<file path="src/design/vid_regs_pkg.sv">
// Purpose: shared constants and types for the dual rail voltage-code register bank
// Assumes: byte wide registers reached over a two wire serial bus
// Notes:   offsets, field positions and reset values live here only
package vid_regs_pkg;

  // ***********************************************************
  // register offsets
  // ***********************************************************
  localparam logic [7:0] OFS_RAIL_A_VOLTAGE_CODE = 8'h00;
  localparam logic [7:0] OFS_RAIL_B_VOLTAGE_CODE = 8'h01;
  localparam logic [7:0] OFS_RAIL_A_COMMAND      = 8'h02;
  localparam logic [7:0] OFS_RAIL_B_COMMAND      = 8'h03;
  localparam logic [7:0] OFS_SYSTEM_HEALTH_FLAGS = 8'h04;

  // ***********************************************************
  // field layout and reset values
  // ***********************************************************
  localparam int         APPLY_BIT       = 7;
  localparam int         CODE_MSB        = 6;
  localparam int         SLEW_MSB        = 6;
  localparam int         SLEW_LSB        = 4;
  localparam int         LIGHT_LOAD_MSB  = 2;
  localparam int         LIGHT_LOAD_LSB  = 1;
  localparam int         OFF_BIT         = 0;
  localparam logic [7:0] COMMAND_MASK    = 8'h77;
  localparam logic [7:0] VOLTAGE_RST     = 8'h00;
  localparam logic [7:0] COMMAND_RST     = 8'h00;
  localparam int         HOT_BIT         = 2;
  localparam int         GOOD_B_BIT      = 1;
  localparam int         GOOD_A_BIT      = 0;

  // ***********************************************************
  // bus addressing and framing
  // ***********************************************************
  localparam logic [6:0] SLAVE_ADDR_BASE = 7'h60;
  localparam logic [1:0] ADDR_PIN_LOW    = 2'h0;
  localparam logic [1:0] ADDR_PIN_OPEN   = 2'h1;
  localparam logic [1:0] ADDR_PIN_HIGH   = 2'h2;
  localparam logic [6:0] ADDR_OFS_LOW    = 7'h00;
  localparam logic [6:0] ADDR_OFS_OPEN   = 7'h01;
  localparam logic [6:0] ADDR_OFS_HIGH   = 7'h02;
  localparam logic [3:0] BITS_PER_BYTE   = 4'h8;
  localparam int         SYNC_STAGES     = 3;

  typedef enum logic [3:0] {
    ST_IDLE,
    ST_DEV_ADDR,
    ST_ACK_DEV,
    ST_REG_ADDR,
    ST_ACK_REG,
    ST_WR_DATA,
    ST_ACK_WR,
    ST_RD_DATA,
    ST_RD_ACK
  } bus_state_type;

endpackage

</file>
<file path="src/design/dual_rail_vid_i2c_regs.sv">
// Purpose: serial-bus slave holding voltage codes and commands for two step-down rails
// Assumes: clk far faster than the bus clock; bus pins sampled and filtered on clk
// Notes:   the analog rails consume the field outputs; status flags come in as pins
//
// How it works
// - each received byte is acknowledged by holding data low over the next clock pulse
// - a register takes the data on the bus clock fall of the data byte's last bit
// - with both enable pins low the bus is ignored and nothing updates
// - rails off only by their command bits leaves the bus fully working
// - voltage register bits 6..0 hold the code, 10 mV per step from 0.68 V
// - voltage bit 7 is the apply bit; the code steers the rail only when set
// - command bits 6..4 pick the step rate, one step per 1 to 128 cycles
// - command bits 2..1 pick light-load behaviour: pin, fixed, auto, reserved
// - command bit 0 set turns the rail output off
// - only 7-bit addressing answers; no 10-bit or general call
// - status bit 2 over-temperature, bit 1 rail b good, bit 0 rail a good
// - the address pin sets the two low address bits above base 0x60
`timescale 1ns/10ps
module dual_rail_vid_i2c_regs
  import vid_regs_pkg::*;
(
  input  wire logic       clk,                   // system clock, 25 MHz
  input  wire logic       rst_n,                 // synchronous reset, active low
  input  wire logic       ce,                    // clock enable, freezes all state when low
  input  wire logic       scl_in,                // bus clock pin level
  input  wire logic       sda_in,                // bus data pin level
  output logic            sda_out,               // bus data drive value, always low
  output logic            sda_oe,                // bus data drive enable, high pulls low
  input  wire logic       rail_a_enable_pin,     // hardware enable of rail a
  input  wire logic       rail_b_enable_pin,     // hardware enable of rail b
  input  wire logic [1:0] addr_pin,              // address pin level: low, open, high
  input  wire logic       die_hot,               // die over-temperature warning
  input  wire logic       rail_a_in_regulation,  // rail a power good
  input  wire logic       rail_b_in_regulation,  // rail b power good
  output logic [6:0]      rail_a_voltage_target, // rail a code
  output logic            rail_a_apply_bit,      // rail a code steers the output
  output logic [2:0]      rail_a_slew_select,    // rail a step rate code
  output logic [1:0]      rail_a_light_load,     // rail a light-load select
  output logic            rail_a_off_bit,        // rail a output disabled
  output logic [6:0]      rail_b_voltage_target, // rail b code
  output logic            rail_b_apply_bit,      // rail b code steers the output
  output logic [2:0]      rail_b_slew_select,    // rail b step rate code
  output logic [1:0]      rail_b_light_load,     // rail b light-load select
  output logic            rail_b_off_bit         // rail b output disabled
);

  // ***********************************************************
  // pin synchronisers
  // ***********************************************************
  localparam int NPIN = 9;
  logic [NPIN-1:0] pin_raw;
  logic [NPIN-1:0] pin_s1_r;
  logic [NPIN-1:0] pin_s2_r;
  logic [NPIN-1:0] pin_s3_r;
  logic [NPIN-1:0] pin_f_r;
  logic [NPIN-1:0] pin_chg;
  assign pin_raw = {addr_pin, die_hot, rail_b_in_regulation, rail_a_in_regulation,
                    rail_b_enable_pin, rail_a_enable_pin, sda_in, scl_in};
  genvar gi;
  generate
    for (gi = 0; gi < NPIN; gi++) begin : g_sync
      // a change counts only once the second and third stage agree
      assign pin_chg[gi] = (pin_s2_r[gi] == pin_s3_r[gi]) && (pin_s3_r[gi] != pin_f_r[gi]);
      always_ff @(posedge clk) begin
        if (!rst_n) begin
          pin_s1_r[gi] <= 1'b1;
          pin_s2_r[gi] <= 1'b1;
          pin_s3_r[gi] <= 1'b1;
          pin_f_r[gi]  <= 1'b1;
        end else if (ce) begin
          pin_s1_r[gi] <= pin_raw[gi];
          pin_s2_r[gi] <= pin_s1_r[gi];
          pin_s3_r[gi] <= pin_s2_r[gi];
          if (pin_s2_r[gi] == pin_s3_r[gi]) begin
            pin_f_r[gi] <= pin_s3_r[gi];
          end
        end
      end
    end
  endgenerate
  logic       scl_f;
  logic       sda_f;
  logic       scl_rise;
  logic       scl_fall;
  logic       bus_start;
  logic       bus_stop;
  logic       hw_off;
  logic [6:0] dev_addr;
  assign scl_f     = pin_f_r[0];
  assign sda_f     = pin_f_r[1];
  assign scl_rise  = pin_chg[0] && !scl_f;
  assign scl_fall  = pin_chg[0] && scl_f;
  assign bus_start = pin_chg[1] && sda_f && scl_f && !pin_chg[0];
  assign bus_stop  = pin_chg[1] && !sda_f && scl_f && !pin_chg[0];
  assign hw_off    = !pin_f_r[2] && !pin_f_r[3];

  // ***********************************************************
  // slave address from the address pin
  // ***********************************************************
  always_comb begin
    // pin level picks low address bits
    if (pin_f_r[8:7] == ADDR_PIN_HIGH) begin
      dev_addr = SLAVE_ADDR_BASE + ADDR_OFS_HIGH;
    end else if (pin_f_r[8:7] == ADDR_PIN_OPEN) begin
      dev_addr = SLAVE_ADDR_BASE + ADDR_OFS_OPEN;
    end else begin
      dev_addr = SLAVE_ADDR_BASE + ADDR_OFS_LOW;
    end
  end

  // ***********************************************************
  // register file and read mux
  // ***********************************************************
  logic [7:0] code_r [2];
  logic [7:0] cmd_r  [2];
  logic [7:0] status_v;
  logic [7:0] rd_data;
  logic [7:0] ptr_r;
  logic [7:0] sh_r;
  logic       wr_commit;
  always_comb begin
    status_v             = 8'h00;
    status_v[HOT_BIT]    = pin_f_r[6];
    status_v[GOOD_B_BIT] = pin_f_r[5];
    status_v[GOOD_A_BIT] = pin_f_r[4];
  end
  always_comb begin
    if (ptr_r == OFS_RAIL_A_VOLTAGE_CODE) begin
      rd_data = code_r[0];
    end else if (ptr_r == OFS_RAIL_B_VOLTAGE_CODE) begin
      rd_data = code_r[1];
    end else if (ptr_r == OFS_RAIL_A_COMMAND) begin
      rd_data = cmd_r[0];
    end else if (ptr_r == OFS_RAIL_B_COMMAND) begin
      rd_data = cmd_r[1];
    end else if (ptr_r == OFS_SYSTEM_HEALTH_FLAGS) begin
      rd_data = status_v;
    end else begin
      rd_data = 8'h00;
    end
  end
  generate
    for (gi = 0; gi < 2; gi++) begin : g_rail
      localparam logic [7:0] OFS_CODE = gi ? OFS_RAIL_B_VOLTAGE_CODE : OFS_RAIL_A_VOLTAGE_CODE;
      localparam logic [7:0] OFS_CMD  = gi ? OFS_RAIL_B_COMMAND : OFS_RAIL_A_COMMAND;
      always_ff @(posedge clk) begin
        if (!rst_n) begin
          code_r[gi] <= VOLTAGE_RST;
          cmd_r[gi]  <= COMMAND_RST;
        end else if (ce && wr_commit) begin
          // update at the last data bit's fall
          if (ptr_r == OFS_CODE) begin
            code_r[gi] <= sh_r;
          end
          if (ptr_r == OFS_CMD) begin
            cmd_r[gi] <= sh_r & COMMAND_MASK;
          end
        end
      end
    end
  endgenerate

  assign rail_a_voltage_target = code_r[0][CODE_MSB:0];
  assign rail_b_voltage_target = code_r[1][CODE_MSB:0];
  assign rail_a_apply_bit      = code_r[0][APPLY_BIT];
  assign rail_b_apply_bit      = code_r[1][APPLY_BIT];
  // step rate, light load, off bit
  assign rail_a_slew_select    = cmd_r[0][SLEW_MSB:SLEW_LSB];
  assign rail_b_slew_select    = cmd_r[1][SLEW_MSB:SLEW_LSB];
  assign rail_a_light_load     = cmd_r[0][LIGHT_LOAD_MSB:LIGHT_LOAD_LSB];
  assign rail_b_light_load     = cmd_r[1][LIGHT_LOAD_MSB:LIGHT_LOAD_LSB];
  assign rail_a_off_bit        = cmd_r[0][OFF_BIT];
  assign rail_b_off_bit        = cmd_r[1][OFF_BIT];
  assign sda_out               = 1'b0;

  // ***********************************************************
  // bus protocol engine
  // ***********************************************************
  bus_state_type state_r;
  logic [3:0]    cnt_r;
  logic [7:0]    tx_r;
  logic          rw_r;

  assign wr_commit = !hw_off && scl_fall && state_r == ST_WR_DATA && cnt_r == BITS_PER_BYTE;
  always_ff @(posedge clk) begin
    if (!rst_n) begin
      state_r <= ST_IDLE;
      cnt_r   <= 4'h0;
      sh_r    <= 8'h00;
      tx_r    <= 8'h00;
      ptr_r   <= 8'h00;
      rw_r    <= 1'b0;
      sda_oe  <= 1'b0;
    end else if (ce) begin
      if (hw_off) begin
        state_r <= ST_IDLE;
        sda_oe  <= 1'b0;
      end else if (bus_start) begin
        // start or repeated start begins addressing
        state_r <= ST_DEV_ADDR;
        cnt_r   <= 4'h0;
        sda_oe  <= 1'b0;
      end else if (bus_stop) begin
        state_r <= ST_IDLE;
        sda_oe  <= 1'b0;
      end else if (scl_rise) begin
        if (state_r == ST_DEV_ADDR || state_r == ST_REG_ADDR || state_r == ST_WR_DATA) begin
          sh_r  <= {sh_r[6:0], sda_f};
          cnt_r <= cnt_r + 4'h1;
        end else if (state_r == ST_RD_DATA) begin
          cnt_r <= cnt_r + 4'h1;
        end else if (state_r == ST_RD_ACK) begin
          // master answer kept for the next fall
          rw_r <= !sda_f;
        end
      end else if (scl_fall) begin
        case (state_r)
          ST_DEV_ADDR: begin
            if (cnt_r == BITS_PER_BYTE) begin
              // only an exact 7-bit match is answered
              if (sh_r[7:1] == dev_addr) begin
                state_r <= ST_ACK_DEV;
                rw_r    <= sh_r[0];
                sda_oe  <= 1'b1;
              end else begin
                state_r <= ST_IDLE;
              end
            end
          end
          ST_ACK_DEV: begin
            cnt_r <= 4'h0;
            if (rw_r) begin
              // first data bit goes out on this fall
              state_r <= ST_RD_DATA;
              tx_r    <= rd_data;
              sda_oe  <= !rd_data[7];
            end else begin
              state_r <= ST_REG_ADDR;
              sda_oe  <= 1'b0;
            end
          end
          ST_REG_ADDR: begin
            if (cnt_r == BITS_PER_BYTE) begin
              ptr_r   <= sh_r;
              state_r <= ST_ACK_REG;
              sda_oe  <= 1'b1;
            end
          end
          ST_WR_DATA: begin
            if (cnt_r == BITS_PER_BYTE) begin
              state_r <= ST_ACK_WR;
              sda_oe  <= 1'b1;
            end
          end
          ST_ACK_REG, ST_ACK_WR: begin
            state_r <= ST_WR_DATA;
            cnt_r   <= 4'h0;
            sda_oe  <= 1'b0;
          end
          ST_RD_DATA: begin
            if (cnt_r == BITS_PER_BYTE) begin
              state_r <= ST_RD_ACK;
              sda_oe  <= 1'b0;
            end else begin
              tx_r   <= {tx_r[6:0], 1'b0};
              sda_oe <= !tx_r[6];
            end
          end
          ST_RD_ACK: begin
            cnt_r <= 4'h0;
            if (rw_r) begin
              // master acknowledged: send the same register again
              state_r <= ST_RD_DATA;
              tx_r    <= rd_data;
              sda_oe  <= !rd_data[7];
            end else begin
              state_r <= ST_IDLE;
            end
          end
          default: begin
            state_r <= ST_IDLE;
          end
        endcase
      end
    end
  end

  // ***********************************************************
  // checks
  // ***********************************************************
  a_ack_driven: assert property (
    @(posedge clk) disable iff (!rst_n)
    (state_r == ST_ACK_DEV || state_r == ST_ACK_REG || state_r == ST_ACK_WR) |-> sda_oe)
    else $error("acknowledge slot without data pulled low");
  a_commit_edge: assert property (
    @(posedge clk) disable iff (!rst_n)
    (ce && wr_commit && ptr_r == OFS_RAIL_A_VOLTAGE_CODE) |=> (code_r[0] == $past(sh_r)))
    else $error("voltage register did not take the data byte");
  a_hw_quiet: assert property (
    @(posedge clk) disable iff (!rst_n)
    (ce && hw_off) |=> ($stable(code_r[0]) && $stable(code_r[1]) && $stable(cmd_r[0])
      && $stable(cmd_r[1]) && !sda_oe))
    else $error("activity during hardware shutdown");
  a_sw_alive: assert property (
    @(posedge clk) disable iff (!rst_n)
    (ce && !hw_off && bus_start && cmd_r[0][OFF_BIT] && cmd_r[1][OFF_BIT])
      |=> state_r == ST_DEV_ADDR)
    else $error("bus dead in software shutdown");
  a_code_field: assert property (
    @(posedge clk) disable iff (!rst_n)
    (ce && wr_commit && ptr_r == OFS_RAIL_B_VOLTAGE_CODE)
      |=> (rail_b_voltage_target == $past(sh_r[6:0])) && (rail_b_apply_bit == $past(sh_r[7])))
    else $error("code or apply field misplaced");
  a_reserved_zero: assert property (
    @(posedge clk) disable iff (!rst_n)
    (cmd_r[0][7] == 1'b0) && (cmd_r[1][3] == 1'b0) && (status_v[7:3] == 5'h00))
    else $error("reserved bit reads as one");
  a_addr_match: assert property (
    @(posedge clk) disable iff (!rst_n)
    (state_r == ST_ACK_DEV && $past(state_r) != ST_ACK_DEV)
      |-> ($past(sh_r[7:1]) == $past(dev_addr)))
    else $error("acknowledged a foreign address");
  a_read_load: assert property (
    @(posedge clk) disable iff (!rst_n)
    (ce && !hw_off && !bus_start && !bus_stop && scl_fall && state_r == ST_ACK_DEV && rw_r
      && ptr_r == OFS_SYSTEM_HEALTH_FLAGS) |=> (tx_r == $past(status_v)))
    else $error("status byte not loaded for read");
endmodule

</file>
<file path="config.mk">
export PLATFORM = sky130hd
export DESIGN_NAME = dual_rail_vid_i2c_regs
export DESIGN_NICKNAME = d
export VERILOG_FILES = /design/src/design/vid_regs_pkg.sv /design/src/design/dual_rail_vid_i2c_regs.sv
export SDC_FILE = /design/constraint.sdc
export NUM_CORES = 1
export LEC_CHECK = 0
export ABC_AREA = 0
export BUFFER_PORTS_ARGS = -buffer_cell sky130_fd_sc_hd__buf_2
export CAP_MARGIN = 25
export CORE_ASPECT_RATIO = 1.2
export CORE_MARGIN = 2
export CORE_UTILIZATION = 45
export CTS_BUF_LIST = sky130_fd_sc_hd__clkbuf_16
export CTS_CLUSTER_DIAMETER = 80
export CTS_CLUSTER_SIZE = 25
export DETAILED_ROUTE_END_ITERATION = 10
export SLEW_MARGIN = 20
export SYNTH_ARGS = -nofsm -noshare
export SYNTH_HDL_FRONTEND = slang
export SYNTH_SLANG_ARGS = --single-unit
</file>
<file path="constraint.sdc">
create_clock -name clk -period 3.01 [get_ports clk]
set_input_delay 0.301 -clock clk [delete_from_list [all_inputs] [get_ports clk]]
set_output_delay 0.301 -clock clk [all_outputs]
set_load 0.05 [all_outputs]
</file>
## Word-level counts from Yosys, hierarchy flattened

Memories as Yosys holds them, arrays and structs flattened.
Index checks and enable logic that the tools add are counted.

- Logic and storage cells: 222
- Register bits: 69
- Input port bits: 12
- Output and inout port bits: 30
- Bits in writable memories: 28
- Memories: 2

- Bitwise logic cells: 8
- Multiplexer cells: 71
- Reduce and logical (&&, ||, !) cells: 55
- Equality and inequality tests: 42
- Add/subtract/negate cells: 1

Memory list:

| memory | words | bits a word | read ports | clocked after Yosys merged registers in | wr ports | line | RTL |
|---|---|---|---|---|---|---|---|
| code_r | 2 | 8 | 2 | 0 | 2 | dual_rail_vid_i2c_regs.sv:114 | `logic [7:0] code_r [2];` |
| cmd_r | 2 | 6 | 2 | 0 | 2 | dual_rail_vid_i2c_regs.sv:115 | `logic [7:0] cmd_r [2];` |

Operators with widths:

| operator | number |
|---|---|
| $mux 4 | 16 |
| $mux 8 | 6 |
| $mux 1 | 37 |
| $pmux 4 s7 | 1 |
| $ne 5x5->1 const B | 4 |
| $reduce_and 2->1 | 9 |
| $eq 4x3->1 const B | 4 |
| $eq 8x2->1 const B | 2 |
| $reduce_and 8->1 | 2 |
| $logic_and 1x1->1 | 15 |
| $mux 7 | 2 |
| $pmux 7 s2 | 1 |
| $mux 6 | 2 |
| $reduce_and 6->1 | 2 |
| $reduce_and 11->1 | 1 |
| $ne 5x4->1 const B | 2 |
| $reduce_bool 2->1 | 5 |
| $eq 1x1->1 | 9 |
| $mux 3 | 3 |
| $reduce_and 9->1 | 1 |
| $reduce_bool 9->1 | 1 |
| $eq 4x2->1 const B | 2 |
| $eq 4x4->1 const B | 2 |
| $eq 8x1->1 const B | 1 |
| other kinds (23) | 47 |

## Depth between registers and ports, before layout

Gate-level depths: netlist (run 1).

- Depth after elaboration: 14
- Gate-level depth with buffers: 8
- Gate-level depth less buffers: 7

## Worst setup path after synthesis (run 1)

Ideal clock, no wire load.

- Path type: register -> register
- Start point: reg ptr_r[4]
- End point: mem code_r[0][0], enable pin
- Data required time: 2.626 ns
- Setup time: 0.384 ns
- Stages on the path, launching flop included: 5
- Period minus slack after synthesis: 2.410 ns
- Path buffers: 0
- Arrival time: 2.026 ns
- Slack: 0.600 ns
- Cell sequence: dfxtp_1 or4_1 nor3_1 nand2_1 o21ai_0

RTL lines:

| item | line | RTL |
|---|---|---|
| start, declared | dual_rail_vid_i2c_regs.sv:118 | `logic [7:0] ptr_r;` |
| start signal, assigned | dual_rail_vid_i2c_regs.sv:244 | `ptr_r <= sh_r;` |
| end, declared | dual_rail_vid_i2c_regs.sv:114 |  |

==> impl_results.md, run 1 <==
- Max-slew headroom: a little under half
- Worst Tran Pin Value: 0.780 ns
- Grt total ovfl: 0
- Clk_lat worst skew: approximately 0.35 ns
- Sink Count: 97
- P_leak: 1.88 nW
- # DRC: 0
- Vias: 3537
- PwrDens: 541 nW/um^2
- Clk pwr share: about 44%
- Cells along the critical path: or3b_1, nor4_2, nand4_1, nor3_2, and2_1
- Die outline height: 115 um
- Hold-fix buffers, CTS: 0
- Dpl hpwl: 7030 um
- Setup Buffers After CTS: 0
- H-tree levels: 3
- I/O pins: 42
- DR vias/cell: 5.51
- Setup TNS: 0 ns
- Most frequent cells in the layout: 69 x dfxtp_1, 51 x mux2i_1, 48 x nand2_1
- Share of cells above drive strength 1: 14.3%
- Number of distinct library cells after synthesis: slightly below 60
- Combinational Power Share: about 6.4%
- Placement Rows: 40
- Max-Cap Viols: 0
- Root buf cell: clkbuf_16
- IO buf count: 40
- Ys async rst share: 0%
- Buffer levels on the longest clock path: 2
- Final max-slew violation count: 0
- Die ar.: ~11000 sq um
- Iteration count of the initial detailed-routing pass: 4
- Critical path class: reg2reg
- P_int: 0.00214 W
- #FFs+latches synth: a little under 100
- Num CTS Buffers: 9
- Clk slew on worst S/H paths: 0.07 ns
- Post-DR wirelength/cell: 15.7 um
- Largest net degree at the start of global routing: 50
- Sequential Power Share: 49.5%
- Status: finished clean
- Post-synth EDFFs: 28
- Starting Density: 46.1%
- Gr usage total: 19.0%
- CP max-delay cell: or3b_1
- Period Utilization, post-route: 80.6%
- Vias in the first global route: 3281
- Cells after Synth: 485
- Cells after DPL: 626
- Critical path buffer and inverter count: 0
- Final nets: 525
- Drt first-iter violations: between 150 and 200
- RD Place Congestion: 0.874
- Worst Clk Skew: 0.0117 ns
- Peak supply drop: 0.290 mV
- Net switching power: 0.000684 W
- # diodes: 0
- Crit-path max FO: 9
- Mapped Area: 4620 sq um
- Seq/Total Area, Yosys: 48.1%
- Layout area overhead: 12.9%
- WP data arrival: 2.64 ns
- Final Util: 52.1%
- Pwr Total: 0.00282 W
- CP delay by family, top: simple AND/OR/NAND/NOR gates
- Initial antenna violation count: 0
- Most common cell after layout, fill and taps aside: dfxtp_1
- DRT antenna net count: 0
- RSZ-0062 raised after global routing: no
- First-pass GRT wire length: 16300 um
- Synthesized net count: about 500
- Critical Path Max Stage Delay: approximately 0.50 ns
- Switching share of power: 24.2%
- Die X: 96.5 um
- Final period demand of the worst path: 2.43 ns
- Ys flop type: dfxtp_1
- Synthesis warning total: 0
- # setup viols final: 0
- Startpoint Class: flip-flop
- Final non-filler cell total: 642
- Worst Hold Class: in2reg
- Resized Gates After CTS: 0
- CTS tree: yes
- Fmax: slightly above 400 MHz
- Hold Vio Cnt, Final: 0
- Average cell area after synthesis: 9.52 sq um
- WHS: 0.163 ns
- Critical Path Sink Type: flip-flop
- Critical Path RT: between 3 and 4 ns
- Final WL: 10100 um
- Core area: about 10000 sq um
[path summary, 6_finish.rpt]
check / from / to / slack (ns) / cells after the start
worst max-delay path: scl_f$_SDFFE_PN1P_ / code_r[0][2]$_SDFFCE_PN0P_ / 0.58 / 5
worst min-delay path: die_hot / pin_s1_r[6]$_SDFFE_PN1P_ / 0.16 / 3
worst max register to register: scl_f$_SDFFE_PN1P_ / code_r[0][2]$_SDFFCE_PN0P_ / 0.58 / 5
worst min register to register: sda_oe$_SDFFE_PN0P_ / sda_oe$_SDFFE_PN0P_ / 0.46 / 2
[power by group through the flow]
stage / clock, W / combinational (W) / sequential (W)
finish: 0.00124 / 0.000181 / 0.00140
global route: 0.00132 / 0.000195 / 0.00140
CTS: 0.00126 / 0.000182 / 0.00140
detailed placement: 0 / 0.000182 / 0.00143
global placement: 0 / 0.000181 / 0.00142
floorplan: 0 / 0.0000702 / 0.00149
[per-stage QoR]
stage	instance area (sq um)	setup slack, ns
global route	5220	0.369
finish	5220	0.585
detailed placement	4890	0.609
CTS	5220	0.600
global placement	4890	0.649
floorplan	4620	0.600
[cell usage after synthesis (all sizes together), types with 10 or more instances]
cell,n,area (sq um)
a21oi,30,150
nand2,48,180
dfxtp,69,1380
buf,12,72.6
nor2,41,154
o21ai,30,150
nand2b,14,87.6
clkbuf,22,83.8
nor3,10,55.1
edfxtp,28,841
and2,25,156
mux2i,51,510
[metal layers]
| metal | up-vias | global-route usage [%] | part of all wire [%] |
|---|---|---|---|
| li1 | 1788 | - | - |
| met1 | 1651 | 25.3 | 47 |
| met3 | 17 | 2.23 | 3.7 |
| met2 | 81 | 30.8 | 47 |
| met5 | - | 0 | 0 |
| met4 | 0 | 9.01 | 2.4 |
[cells by family after synthesis]
kind of cell | Yosys count | share of synthesized area [%]
adders and majority gates | 2 | 0.542
other | 1 | 0.0812
DFF | 97 | 48.1
muxes | 56 | 12.5
AOI/OAI and AO/OA | 103 | 13.7
xor gates and xnor gates | 5 | 0.948
buffers and inverters | 42 | 4.04
and+or+nand+nor | 179 | 20.1
[state kept, by name, summed over array words and instances (netlist names), 4 cells and up]
signal,cells
pin_f_r,7
pin_s3_r,9
code_r,16
pin_s1_r,9
ptr_r,8
cmd_r,12
pin_s2_r,9
tx_r,7
state_r,4
cnt_r,4
sh_r,8
[area by class of cell]
type / count / area [sq um]
clock buffer: 10 / 250
clock inverter: 6 / 78.8
fill: 934 / 4790
inverter: 8 / 30.0
multi-input combinational: 346 / 2210
sequential: 97 / 2220
tap: 126 / 158
timing repair buffer: 49 / 268
[worst register-to-register path, cell delays in order (launching register included)]
cell     delay, ns
dfxtp_1       0.45
or3b_1        0.50
nor4_2        0.41
nand4_1       0.38
nor3_2        0.39
and2_1        0.18
No activity file was read; power rests on OpenSTA's default activity.
==> run 2, diff against run 1 <==
- clock period: 3.01 -> 2.5 ns (I/O delays scaled with it)
==> run 2 against run 1 <==
Compared with the run above: register-to-register slack worse by 0.41 ns; via count up 1.5%; wire length increased by 0.84%; sequential power increased by 20%; largest cell class unchanged.
==> impl_results.md, run 2 (synthesis gave the netlist of run 1 again) <==
- Status: finished clean
- Layout area overhead: 13.4%
- Placed cell area: ~5000 sq um
- Largest regs: code_r (16), cmd_r (12)
- Setup TNS: 0 ns
- Hold Vio Cnt, Final: 0
- First-pass GRT wire length: around 17000 um
- Hold Path End: pin_s1_r[4]$_SDFFE_PN1P_
- Final Util: 52.3%
- Vias: roughly 3600
- Starting Density: 46.1%
- Placement Rows: 40
- Worst Clk Skew: 0.00811 ns
- Most frequent cells in the layout: 69 x dfxtp_1, 51 x mux2i_1, 48 x nand2_1
- Filler instances: a little under 1000
- WHS: around 0.11 ns
- Peak supply drop: 0.367 mV
- Largest net degree at the start of global routing: 50
- RD Place Congestion: 0.868
- # diodes: 0
- Critical hold path startpoint: rail_a_in_regulation
- Period Utilization, post-route: roughly 93%
- Max-slew headroom: 50.4%
- Final nets: approximately 530
- Grt total ovfl: 0
- Die outline height: 115 um
- Worst Hold Class: in2reg
- Most flops, register: code_r
- Sink Count: 97
- PwrDens: 626 nW/um^2
- Gr usage total: 19.4%
- Resized Gates After CTS: 0
- Crit Reg-Reg Endpoint: ptr_r[7]$_SDFFE_PN0P_
- Post-DR wirelength/cell: approximately 16 um
- Core area: 10000 sq um
- Critical Path RT: 2.71 ns
- Max-Cap Viols: 0
- Most common cell after layout, fill and taps aside: dfxtp_1
- Reg-to-reg slack, setup: 0.18 ns
- Root buf cell: clkbuf_16
- Die ar.: 11100 sq um
- Clk_lat worst skew: around 0.35 ns
- Fmax: 431 MHz
- R2R depth: 6
- Critical Path Sink Type: flip-flop
- Initial antenna violation count: 0
- Hold Path Depth: 3
- RSZ-0062 raised after global routing: yes
- DR vias/cell: ~5.5
- Final instance area: approximately 5200 sq um
- H-tree levels: 3
- Final WL: 10200 um
- Num CTS Buffers: 9
- Setup Buffers After CTS: 0
- Worst r2r src: pin_s3_r[0]$_SDFFE_PN1P_
- Hold-fix buffers, CTS: 0
- Clk slew on worst S/H paths: 0.07 ns
- I/O pins: 42
- DRT antenna net count: 0
- Worst Tran Pin Value: 0.743 ns
- Critical path class: reg2reg
- # setup viols final: 0
- # DRC: 0
- Max reg flops: 16
- Drt first-iter violations: 167
- Pwr Total: 0.00328 W
- CTS tree: yes
- Share of cells above drive strength 1: 15.3%
- IO buf count: 40
- Buffer levels on the longest clock path: 2
- Iteration count of the initial detailed-routing pass: 4
- P_leak: 1.90 nW
- Final period demand of the worst path: 2.32 ns
- Startpoint Class: flip-flop
- WP data arrival: 2.53 ns
- Crit-path max FO: 8
- Die X: 96.5 um
- Final max-slew violation count: 0
- Vias in the first global route: 3330
- Dpl hpwl: around 7300 um
## run 2: worst max-delay path by stage
stage	endpoint	slack [ns]	startpoint
after floorplan	code_r[0][0]$_SDFFCE_PN0P_	0.09	ptr_r[4]$_SDFFE_PN0P_
after global placement	ptr_r[6]$_SDFFE_PN0P_	0.23	pin_s3_r[0]$_SDFFE_PN1P_
after detailed placement	ptr_r[0]$_SDFFE_PN0P_	0.20	pin_s3_r[0]$_SDFFE_PN1P_
after CTS	ptr_r[7]$_SDFFE_PN0P_	0.19	pin_s3_r[0]$_SDFFE_PN1P_
after global routing	code_r[0][3]$_SDFFCE_PN0P_	-0.02	cnt_r[0]$_SDFFE_PN0P_
final	ptr_r[7]$_SDFFE_PN0P_	0.18	pin_s3_r[0]$_SDFFE_PN1P_
## run 2: layout make-up
class,instances,area [sq um],area share (%)
clock buffer,10,250,4.78
clock inverter,6,48.8,0.931
inverter,8,30.0,0.573
multi-input combinational,346,2210,42.2
sequential,97,2220,42.4
tap,126,158,3.01
timing repair buffer,56,320,6.11
## run 2: routing by layer
metal,global-route usage [%],up-vias,share of wire [%]
li1,-,1810,-
met5,0,-,0
met2,31.9,74,49
met3,4.06,9,4.5
met4,6.76,0,1.3
met1,25.2,1696,46
## run 2: worst max-delay path: stages, from the launching register on
cell and delay, ns:
dfxtp_1 0.37, or3b_1 0.51, or4_4 0.57, nor4b_2 0.26
buf_4 0.23, mux2i_1 0.19, nor2_1 0.05
## run 2: through the flow
stage / setup WS (ns) / std cells
2_1_floorplan: 0.0899 / 485
6_report: 0.179 / 649
4_1_cts: 0.189 / 649
3_3_place_gp: 0.231 / 633
3_5_place_dp: 0.199 / 633
5_1_grt: -0.0197 / 649
## run 2: power by group
| group | switching [W] | leakage (nW) | total (W) | internal (W) |
|---|---|---|---|---|
| Sequential | 0.0000256 | 0.825 | 0.00168 | 0.00165 |
| Combinational | 0.000160 | 0.923 | 0.000222 | 0.0000610 |
| Clock | 0.000630 | 0.148 | 0.00138 | 0.000750 |
